<file path="src/verilog/acu_pkg.sv">
/*
 * acu_pkg: constants and carrier types for the converter control unit.
 * Assumes a 100 MHz pclk and an APB register bus with 32-bit data.
 */
`default_nettype none

package acu_pkg;

    // clocking
    localparam longint unsigned PCLK_HZ      = 100_000_000;
    localparam longint unsigned CONV_BASE_HZ = 6_000_000;
    localparam int              ACC_W        = 16;
    // phase increment for the fastest conversion clock
    localparam logic [ACC_W-1:0] CONV_INC =
        ACC_W'((CONV_BASE_HZ << ACC_W) / PCLK_HZ);

    // register indices; byte address is four times the index
    localparam int              ADDR_W              = 10;
    localparam int              IDX_W               = 8;
    localparam logic [IDX_W-1:0] IDX_ENDPOINT_STATUS = 8'h1B;
    localparam logic [IDX_W-1:0] IDX_CONV_CTRL       = 8'h1D;
    localparam logic [IDX_W-1:0] IDX_CONV_RESULT     = 8'h1E;
    localparam logic [IDX_W-1:0] IDX_IRQ_STATUS      = 8'h20;
    localparam logic [IDX_W-1:0] IDX_IRQ_MASK        = 8'h21;

    // field positions
    localparam int REF_INT_BIT  = 6;
    localparam int IRQ_DONE_BIT = 0;
    localparam int RESULT_W     = 8;
    localparam int NUM_PINS     = 8;

    // channel codes
    localparam logic [2:0] CH_LOW_REF  = 3'h6;
    localparam logic [2:0] CH_HIGH_REF = 3'h7;

    // reset values
    localparam logic [7:0] CTRL_RESET     = 8'h80;
    localparam logic       REF_INT_RESET  = 1'b1;
    localparam logic [7:0] RESULT_RESET   = 8'h00;

    typedef struct packed {
        logic       done_n;
        logic       power;
        logic       start;
        logic [1:0] clk_sel;
        logic [2:0] channel;
    } acu_ctrl_t;

    typedef struct packed {
        logic       power;
        logic       conv_reset;
        logic       start;
        logic       ref_internal;
        logic       clk_tick;
        logic [1:0] clk_sel;
        logic [2:0] channel;
    } acu_core_req_t;

    typedef struct packed {
        logic        eoc;
        logic [7:0]  result;
    } acu_core_rsp_t;

endpackage

`default_nettype wire

</file>
<file path="src/verilog/acu_control.sv">
/*
 * acu_control: APB register slave and control logic for a six-channel
 * 8-bit converter. Assumes the analogue core holds result stable while
 * its end-of-conversion level is high, and that it runs asynchronously.
 */
// Overview of operation
// - eight-bit converter, six analogue inputs, unsigned eight-bit results
// - channel field bits 2..0: inputs 0..5, low ref 110, high ref 111
// - clock field bits 4..3: 6, 3, 1.5 or 0.75 MHz
// - start rising resets converter and result; falling with bit 6 set in the same write launches a conversion
// - bit 6 powers the converter on or off
// - bit 7 is active-low completion flag, zero when conversion finished
// - separate result register holds latest outcome in bits 7..0
// - low and high references bound the full-scale range
// - references selectable between external pins and internal rails
// - unused analogue or reference pins remain ordinary port lines
// - build option includes or excludes the converter; excluded is inert
// - endpoint status bit 6 selects internal rails when set, default set
`timescale 1ns/10ps
`default_nettype none

module acu_control #(
    parameter bit CONVERTER_PRESENT = 1'b1
) (
    input  wire logic                              pclk,
    input  wire logic                              presetn,
    input  wire logic                              psel,
    input  wire logic                              penable,
    input  wire logic                              pwrite,
    input  wire logic [acu_pkg::ADDR_W-1:0]        paddr,
    input  wire logic [31:0]                       pwdata,
    output logic      [31:0]                       prdata,
    output logic                                   pready,
    output logic                                   pslverr,
    output logic                                   irq,
    output acu_pkg::acu_core_req_t                 core_req,
    input  wire acu_pkg::acu_core_rsp_t            core_rsp,
    output logic      [acu_pkg::NUM_PINS-1:0]      analog_pin_sel
);

    typedef struct packed {
        acu_pkg::acu_ctrl_t                ctrl;
        logic [acu_pkg::RESULT_W-1:0]      result;
        logic                              ref_internal;
        logic [7:0]                        irq_status;
        logic [7:0]                        irq_mask;
        logic [acu_pkg::ACC_W-1:0]         phase;
        logic                              clk_tick;
        logic                              core_start;
        logic                              busy;
        logic [2:0]                        eoc_sync;
        logic                              eoc_filt;
        logic [31:0]                       rdata;
    } acu_state_t;

    acu_state_t st_reg;
    acu_state_t st_next;

    localparam acu_state_t ST_RESET = '{
        ctrl:         acu_pkg::acu_ctrl_t'(acu_pkg::CTRL_RESET),
        result:       acu_pkg::RESULT_RESET,
        ref_internal: acu_pkg::REF_INT_RESET,
        irq_status:   8'h00,
        irq_mask:     8'h00,
        phase:        '0,
        clk_tick:     1'b0,
        core_start:   1'b0,
        busy:         1'b0,
        eoc_sync:     3'h0,
        eoc_filt:     1'b0,
        rdata:        32'h0000_0000
    };

    // word hit on a register index
    function automatic logic addr_hit(input logic [acu_pkg::ADDR_W-1:0] a,
                                      input logic [acu_pkg::IDX_W-1:0]  idx);
        addr_hit = (a[1:0] == 2'h0) && (a[acu_pkg::ADDR_W-1:2] == idx);
    endfunction

    function automatic logic addr_mapped(input logic [acu_pkg::ADDR_W-1:0] a);
        addr_mapped = addr_hit(a, acu_pkg::IDX_ENDPOINT_STATUS)
                   || addr_hit(a, acu_pkg::IDX_CONV_CTRL)
                   || addr_hit(a, acu_pkg::IDX_CONV_RESULT)
                   || addr_hit(a, acu_pkg::IDX_IRQ_STATUS)
                   || addr_hit(a, acu_pkg::IDX_IRQ_MASK);
    endfunction

    logic                          setup_phase;
    logic                          access_phase;
    logic                          wr_ctrl;
    logic                          wr_status;
    logic                          wr_mask;
    logic                          rd_irq;
    logic                          done_event;
    logic                          eoc_agree;
    logic [acu_pkg::ACC_W:0]       phase_sum;
    logic [7:0]                    wbyte;
    acu_pkg::acu_ctrl_t            wctrl;
    logic [7:0]                    rbyte;

    assign setup_phase  = psel && !penable;
    assign access_phase = psel && penable;
    assign wbyte        = pwdata[7:0];
    assign wctrl        = acu_pkg::acu_ctrl_t'(wbyte);

    always_comb begin
        st_next    = st_reg;
        wr_ctrl    = access_phase && pwrite && addr_hit(paddr, acu_pkg::IDX_CONV_CTRL);
        wr_status  = access_phase && pwrite
                  && addr_hit(paddr, acu_pkg::IDX_ENDPOINT_STATUS);
        wr_mask    = access_phase && pwrite && addr_hit(paddr, acu_pkg::IDX_IRQ_MASK);
        rd_irq     = access_phase && !pwrite && addr_hit(paddr, acu_pkg::IDX_IRQ_STATUS);
        done_event = 1'b0;
        rbyte      = 8'h00;

        // end-of-conversion level from the analogue core, three-stage sync
        st_next.eoc_sync = {st_reg.eoc_sync[1:0], core_rsp.eoc};
        eoc_agree        = (st_reg.eoc_sync[1] == st_reg.eoc_sync[2]);
        if (eoc_agree) begin
            st_next.eoc_filt = st_reg.eoc_sync[2];
        end

        // conversion clock: phase accumulator, increment halved per code
        phase_sum = {1'b0, st_reg.phase}
                  + {1'b0, acu_pkg::CONV_INC >> st_reg.ctrl.clk_sel};
        st_next.phase    = phase_sum[acu_pkg::ACC_W-1:0];
        st_next.clk_tick = phase_sum[acu_pkg::ACC_W] && st_reg.ctrl.power;
        st_next.core_start = 1'b0;

        // result capture once the core reports completion
        if (st_reg.busy && eoc_agree && st_reg.eoc_sync[2] && !st_reg.eoc_filt) begin
            st_next.result      = core_rsp.result;
            st_next.ctrl.done_n = 1'b0;
            st_next.busy        = 1'b0;
            done_event          = 1'b1;
        end

        // control register write
        if (wr_ctrl) begin
            st_next.ctrl.channel = wctrl.channel;
            st_next.ctrl.clk_sel = wctrl.clk_sel;
            st_next.ctrl.power   = wctrl.power;
            st_next.ctrl.start   = wctrl.start;
            if (wctrl.start && !st_reg.ctrl.start) begin
                st_next.result = acu_pkg::RESULT_RESET;
                st_next.busy   = 1'b0;
            end
            if (!wctrl.start && st_reg.ctrl.start && wctrl.power) begin
                st_next.core_start  = 1'b1;
                st_next.ctrl.done_n = 1'b1;
                st_next.busy        = 1'b1;
                done_event          = 1'b0;
            end
            if (!wctrl.power) begin
                st_next.busy = 1'b0;
            end
        end

        if (wr_status) begin
            st_next.ref_internal = wbyte[acu_pkg::REF_INT_BIT];
        end
        if (wr_mask) begin
            st_next.irq_mask = wbyte;
        end

        // sticky status: read clears, a new event wins
        if (rd_irq) begin
            st_next.irq_status = 8'h00;
        end
        if (done_event) begin
            st_next.irq_status[acu_pkg::IRQ_DONE_BIT] = 1'b1;
        end

        // read data captured in the setup phase
        if (setup_phase && !pwrite) begin
            if (addr_hit(paddr, acu_pkg::IDX_CONV_CTRL)) begin
                rbyte = st_reg.ctrl;
            end else if (addr_hit(paddr, acu_pkg::IDX_CONV_RESULT)) begin
                rbyte = st_reg.result;
            end else if (addr_hit(paddr, acu_pkg::IDX_ENDPOINT_STATUS)) begin
                rbyte[acu_pkg::REF_INT_BIT] = st_reg.ref_internal;
            end else if (addr_hit(paddr, acu_pkg::IDX_IRQ_STATUS)) begin
                rbyte = st_reg.irq_status;
            end else if (addr_hit(paddr, acu_pkg::IDX_IRQ_MASK)) begin
                rbyte = st_reg.irq_mask;
            end
            st_next.rdata = {24'h00_0000, rbyte};
        end

        // build option off: state held at reset values except irq_mask and rdata
        if (!CONVERTER_PRESENT) begin
            st_next          = ST_RESET;
            st_next.irq_mask = st_reg.irq_mask;
            st_next.rdata    = st_reg.rdata;
            if (wr_mask) begin
                st_next.irq_mask = wbyte;
            end
            if (setup_phase && !pwrite) begin
                st_next.rdata = (addr_hit(paddr, acu_pkg::IDX_IRQ_MASK))
                              ? {24'h00_0000, st_reg.irq_mask} : 32'h0000_0000;
            end
        end
    end

    always_ff @(posedge pclk or negedge presetn) begin
        if (!presetn) begin
            st_reg <= ST_RESET;
        end else begin
            st_reg <= st_next;
        end
    end

    // bus answer: always ready, error on unmapped word
    assign pready  = 1'b1;
    assign pslverr = access_phase && !addr_mapped(paddr);
    assign prdata  = st_reg.rdata;

    assign irq = |(st_reg.irq_status & st_reg.irq_mask);

    // requests to the analogue core
    always_comb begin
        core_req.power        = st_reg.ctrl.power;
        core_req.conv_reset   = st_reg.ctrl.start;
        core_req.start        = st_reg.core_start;
        core_req.ref_internal = st_reg.ref_internal;
        core_req.clk_tick     = st_reg.clk_tick;
        core_req.clk_sel      = st_reg.ctrl.clk_sel;
        core_req.channel      = st_reg.ctrl.channel;
    end

    // pins claimed by the converter; the rest stay port lines
    always_comb begin
        analog_pin_sel = '0;
        if (st_reg.ctrl.power) begin
            analog_pin_sel[st_reg.ctrl.channel] = 1'b1;
            if (!st_reg.ref_internal) begin
                analog_pin_sel[acu_pkg::CH_LOW_REF]  = 1'b1;
                analog_pin_sel[acu_pkg::CH_HIGH_REF] = 1'b1;
            end
        end
    end

endmodule

`default_nettype wire

</file>
<file path="config.mk">
export PLATFORM = sky130hd
export DESIGN_NAME = acu_control
export DESIGN_NICKNAME = d
export VERILOG_FILES = /design/src/verilog/acu_pkg.sv /design/src/verilog/acu_control.sv
export SDC_FILE = /design/constraint.sdc
export NUM_CORES = 1
export LEC_CHECK = 0
export ABC_AREA = 1
export BUFFER_PORTS_ARGS = -buffer_cell sky130_fd_sc_hd__buf_4
export CAP_MARGIN = 15
export CORE_MARGIN = 5
export CORE_UTILIZATION = 52
export CTS_CLUSTER_DIAMETER = 60
export DETAILED_ROUTE_END_ITERATION = 8
export PLACE_DENSITY = 0.85
export REMOVE_ABC_BUFFERS = 1
export SETUP_SLACK_MARGIN = 0.2
export SLEW_MARGIN = 10
export SYNTH_ARGS = -nofsm -noshare
export SYNTH_HDL_FRONTEND = slang
export SYNTH_SLANG_ARGS = --single-unit
</file>
<file path="constraint.sdc">
create_clock -name pclk -period 2.45 [get_ports pclk]
set_input_delay 0.49 -clock pclk [delete_from_list [all_inputs] [get_ports pclk]]
set_output_delay 0.49 -clock pclk [all_outputs]
set_load 0.01 [all_outputs]
</file>
### After elaboration in Yosys (flattened, before gate mapping)

Index checks and enable logic that the tools add are counted.

| operators by class | value |
|---|---|
| add/sub/neg operators | 1 |
| $mul | 0 |
| div/mod/pow operators | 0 |
| order comparisons | 2 |
| equal/unequal tests | 6 |
| shift operators | 1 |
| multiplexer cells | 26 |
| bitwise logic cells | 1 |
| reductions and logical operators | 36 |

Operators with widths:

| kind | count |
|---|---|
| $mux 8 | 7 |
| $eq 8x5->1 const B | 3 |
| $logic_and 1x1->1 | 23 |
| $add 16x16->17 | 1 |
| $eq 8x6->1 const B | 2 |
| $mux 16 | 1 |
| $shr 12x2->16 const A | 1 |
| $mux 1 | 13 |
| $and 1x8->8 | 1 |
| $reduce_or 8->1 | 1 |
| $logic_not 1->1 | 6 |
| $mux 2 | 3 |
| $mux 6 | 1 |
| $logic_or 1x1->1 | 4 |
| $lt 3x4->1 const B | 1 |
| $demux 1 s3 | 1 |
| $ge 3x1->1 const B | 1 |
| $logic_not 2->1 | 1 |
| $reduce_bool 2->1 | 1 |
| $eq 1x1->1 | 1 |

| storage, ports and cells | value |
|---|---|
| flip-flop bits (word level) | 57 |
| latch bits | 0 |
| memory bits (writable) | 0 |
| ROM bits | 0 |
| input bits | 56 |
| output and inout port bits | 53 |
| word-level logic and storage cells | 89 |
| memories kept | 0 |

### Depth between registers and ports, before layout

| depth | value |
|---|---|
| depth after elaboration | 9 |
| depth in mapped cells | 12 |
| mapped depth without buffers | 12 |

### Worst setup path before layout

Ideal clock, no wire load.

| timing path | value |
|---|---|
| path kind | input -> output |
| from | in paddr[4] in the netlist's numbering |
| to | out pslverr |
| arrival time | 1.362 ns |
| required time | 1.960 ns |
| slack | 0.598 ns |
| cell stages on the path | 7 |
| path buffers | 0 |
| cells stage by stage | nand2_1 nor2_4 nand3_4 inv_1 nor2_1 nand3_1 nor3_1 |

| between the ends | value |
|---|---|
| cells in the longest elaborated chain, start to end | 8 |
| elaborated cells on any way between the ends | 16 |
| those cells by class | eq/ne: 5; reduce/logical: 11 |

RTL lines:

| element | RTL line | source |
|---|---|---|
| start, declared | acu_control.sv:30 | `input wire logic [acu_pkg::ADDR_W-1:0] paddr,` |
| $eq 8x5->1 | acu_control.sv:77 | `addr_hit = (a[1:0] == 2'h0) && (a[acu_pkg::ADDR_W-1:2] == idx);` |
| $logic_and 1x1->1 | acu_control.sv:77 |  |
| $logic_or 1x1->1 | acu_control.sv:82 | `\|\| addr_hit(a, acu_pkg::IDX_CONV_CTRL)` |
| $logic_or 1x1->1 | acu_control.sv:83 | `\|\| addr_hit(a, acu_pkg::IDX_CONV_RESULT)` |
| $logic_or 1x1->1 | acu_control.sv:84 | `\|\| addr_hit(a, acu_pkg::IDX_IRQ_STATUS)` |
| $logic_or 1x1->1 * | acu_control.sv:85 | `\|\| addr_hit(a, acu_pkg::IDX_IRQ_MASK);` |
| $logic_not 1->1 * | acu_control.sv:215 | `assign pslverr = access_phase && !addr_mapped(paddr);` |
| $logic_and 1x1->1 * | acu_control.sv:215 |  |
| end, declared | acu_control.sv:34 | `output logic pslverr,` |

Mark *: on every way between the ends. The rest lies on a longest branch, timed or not.

### Worst setup path in the final report

| timing path | value |
|---|---|
| from | in paddr[2] in the netlist's numbering |
| to | out pslverr |

The elaborated chain is that of the path after synthesis.

==> qor.csv <==
stage;metric;value;unit
sta;Tmin final;2.08;ns
logic_synthesis;ys async rst share;1.00;
pwr;Comb pwr share;0.338;
worst_hold_path;Hold WC Path Type;in -> async;
placement;area post-placement;3870;um^2
detailed_routing;drt total wl;8.16;mm
floorplanning;Die ar.;8660;um^2
worst_setup_path;Data required, critical path;1.96;ns
worst_setup_path;CP endpoint kind;output pin;
final_layout;share of cells above drive strength 1;0.199;
logic_synthesis;dominant synthesized flop cell;dfrtp_1;
logic_synthesis;sequential element share of the synthesized area;0.398;
clock_network;clock buffer depth;2;
worst_setup_path;type of the worst setup path;in -> out;
sta;Worst slew margin;0.528;
worst_setup_path;crit-path max cell delay;0.27;ns
logic_synthesis;Syn Area/Cell;7.80;um^2
clock_network;total clock sinks;57;
clock_network;root buffer selected by CTS;clkbuf_8;
pwr;Clock Power Share;0.281;
logic_synthesis;top-count cell post-synth;nand2_1;
logic_synthesis;Ys Warns;0;
worst_setup_path;slowest cell on the critical path;nand3_1;
detailed_routing;Detailed Routing Iterations Pass 1;5;
logic_synthesis;cells after synthesis;460;
detailed_routing;Final ANT Viol Nets;0;
sta;max frequency;480;MHz
sta;Hold Vio Cnt, Final;0;
final_layout;Syn-to-layout area delta;14.1;%
logic_synthesis;Syn Std Cell Area;3590;um^2
placement;Port Buffers;59;
sta;Setup TNS;0;ns
sta;RSZ-0062 raised after global routing;false;
floorplanning;Die Y-Extent;93.0;um
sta;Fin Hold WS;0.216;ns
floorplanning;# rows;30;
grt;initial antenna violation count;0;
logic_synthesis;post-synthesis register bit count;57;
clock_network;clock slew at reported path FFs;0.07;ns
final_layout;fillers;586;
sta;Slew Limit Fails;0;
detailed_routing;DR vias;3058;
worst_setup_path;critical path arrival;1.59;ns
logic_synthesis;Post-synth EDFFs;0;
clock_network;Inserted Clock Buffers;9;
grt;pin count of the biggest net entering global routing;58;
final_layout;nets;576;
detailed_routing;drt wl/cell;13.8;um
final_layout;cell area after layout;4090;um^2
sta;clk_skew;0.00793;ns
final_layout;max reg flops;37;
final_layout;ant diodes;0;
sta;# setup viols final;0;
sta;Worst-Margin Slew;0.708;ns
placement;Final GP Congestion;0.920;
worst_setup_path;critical path cell sequence;buf_4 -> inv_1 -> nand2_1 -> nor2_1 -> nand3_1 -> nand3_1 -> nor3_1 -> buf_4;
pwr;PwrDens;806;nW/um^2
grt;vias in the first global route;2868;
clock_network;Skew-Pair Late Insertion Delay;0.33;ns
grt;Remaining Overflow, GRT;0;
logic_synthesis;Yosys cell types;37;
grt;gr usage total;0.195;
floorplanning;DIE WIDTH;93.0;um
pwr;Switch Pwr;1.19;mW
floorplanning;Starting Density;0.531;
floorplanning;num ports;109;
clock_network;Post-CTS Setup Inserts;0;
logic_synthesis;Synth area leaders;dfrtp_1 38%, nand2_1 13%, buf_4 9.0%, inv_1 5.1%, nor2_1 4.3%;
clock_network;H-tree Lvls;3;
status;status;completed;
logic_synthesis;largest area contributor in the netlist;dfrtp_1;
worst_setup_path;Worst Setup Start Kind;input port;
placement;post-DP HPWL;6.13;mm
logic_synthesis;top-area cell type share of the netlist area;0.384;
pwr;Net Sw Frac;0.360;
pwr;Max VDD drop;464;uV
pwr;leak pwr;2.24;nW
floorplanning;core area;6760;um^2
pwr;Internal;2.11;mW
sta;Final period util;0.851;
clock_network;CTS tree;yes;
detailed_routing;Detailed Route Iter0 Violations;213;
detailed_routing;residual DRC count;0;
logic_synthesis;Post-synth top cells;127 x nand2_1, 55 x dfrtp_1, 49 x inv_1;
detailed_routing;post-DR vias/cell;5.16;
grt;first-pass GRT wire length;13.5;mm
pwr;Flop pwr share;0.381;
worst_setup_path;Crit Path Max Fanout;6;
flow_run;maxcap violations;0;
layout by cell type (no fill, tap or decap), drive strengths merged:
| cell type | n |
|---|---|
| xor2 | 8 |
| clkbuf | 12 |
| ha | 11 |
| nor3 | 5 |
| a21oi | 21 |
| nand3 | 29 |
| dfrtp | 55 |
| o21ai | 23 |
| and3 | 1 |
| dfstp | 2 |
| clkinv | 1 |
| nor4 | 1 |
| nand2 | 132 |
| xnor2 | 1 |
| o22ai | 3 |
| maj3 | 1 |
| nand4 | 11 |
| nor2 | 48 |
| o21a | 1 |
| inv | 50 |
| fa | 1 |
| a21o | 1 |
| o211ai | 5 |
| clkinvlp | 2 |
| buf | 62 |
| conb | 25 |
| bufinv | 1 |
cell families after synthesis:
family,Yosys count,share of synthesized area
buffers and inverters,98,0.154
flip-flops,57,0.398
adder cells (fa/ha/maj),13,0.0468
AO/OA/AOI/OAI,54,0.0837
AND/OR/NAND/NOR,227,0.293
XOR/XNOR,9,0.0220
other,2,0.00209
layer usage:
layer,vias up,part of all wire,global-route usage
li1,1499,-,-
met1,1441,0.44,0.259
met2,107,0.48,0.319
met3,11,0.058,0.0282
met4,0,0.020,0.0818
met5,-,0,0
worst paths after layout:
kind                                    startpoint                 endpoint  slack [ns]  depth (start not counted)
min in group pclk                      core_rsp[8]    st_next[34]$_DFF_PN0_        0.27                          1
setup / recovery                          paddr[2]                  pslverr        0.37                          8
max in group asynchronous                  presetn  core_req[4]$_DFFE_PN0N_        1.74                          1
hold reg to reg              st_next[34]$_DFF_PN0_    st_next[35]$_DFF_PN0_        0.35                          0
setup reg to reg           core_req[3]$_DFFE_PN0N_     st_reg[53]$_DFF_PN0_        0.40                         11
hold / removal                             presetn   st_reg[32]$_DFFE_PN0N_        0.22                          1
area by class of cell:
class | instances | area [um^2] | area share
tap | 80 | 100 | 0.0245
timing repair buffer | 62 | 465 | 0.114
sequential | 57 | 1430 | 0.350
clock inverter | 4 | 50.0 | 0.0122
inverter | 50 | 188 | 0.0459
clock buffer | 12 | 165 | 0.0404
multi-input combinational | 328 | 1690 | 0.414
metrics by stage:
| stage | total power, mW | instances | worst slack (ns) | util |
|---|---|---|---|---|
| after floorplan | 2.06 | 435 | 0.535 | - |
| after global routing | 3.53 | 593 | 0.226 | 0.606 |
| after CTS | 3.31 | 593 | 0.343 | 0.605 |
| after detailed placement | 2.36 | 577 | 0.366 | 0.573 |
| final | 3.30 | 593 | 0.365 | 0.606 |
| after global placement | 2.32 | 577 | 0.392 | 0.573 |
worst max-delay path, delay by kind of cell:
kind,cells,cell delay [ns]
buffers and inverters,3,0.35
AND/OR/NAND/NOR,5,0.76
what timing repair did:
action	in CTS	in global routing
setup endpoints to repair	0	3
hold buffers	0	0
resized for setup	0	2
power groups by stage:
stage | logic (mW) | registers (mW) | clock network, mW
after floorplan | 0.828 | 1.24 | 0
after global routing | 1.27 | 1.28 | 0.982
after CTS | 1.11 | 1.26 | 0.938
after detailed placement | 1.09 | 1.27 | 0
final | 1.11 | 1.26 | 0.927
after global placement | 1.06 | 1.26 | 0
Note: power is estimated with default switching activity, not from simulation.
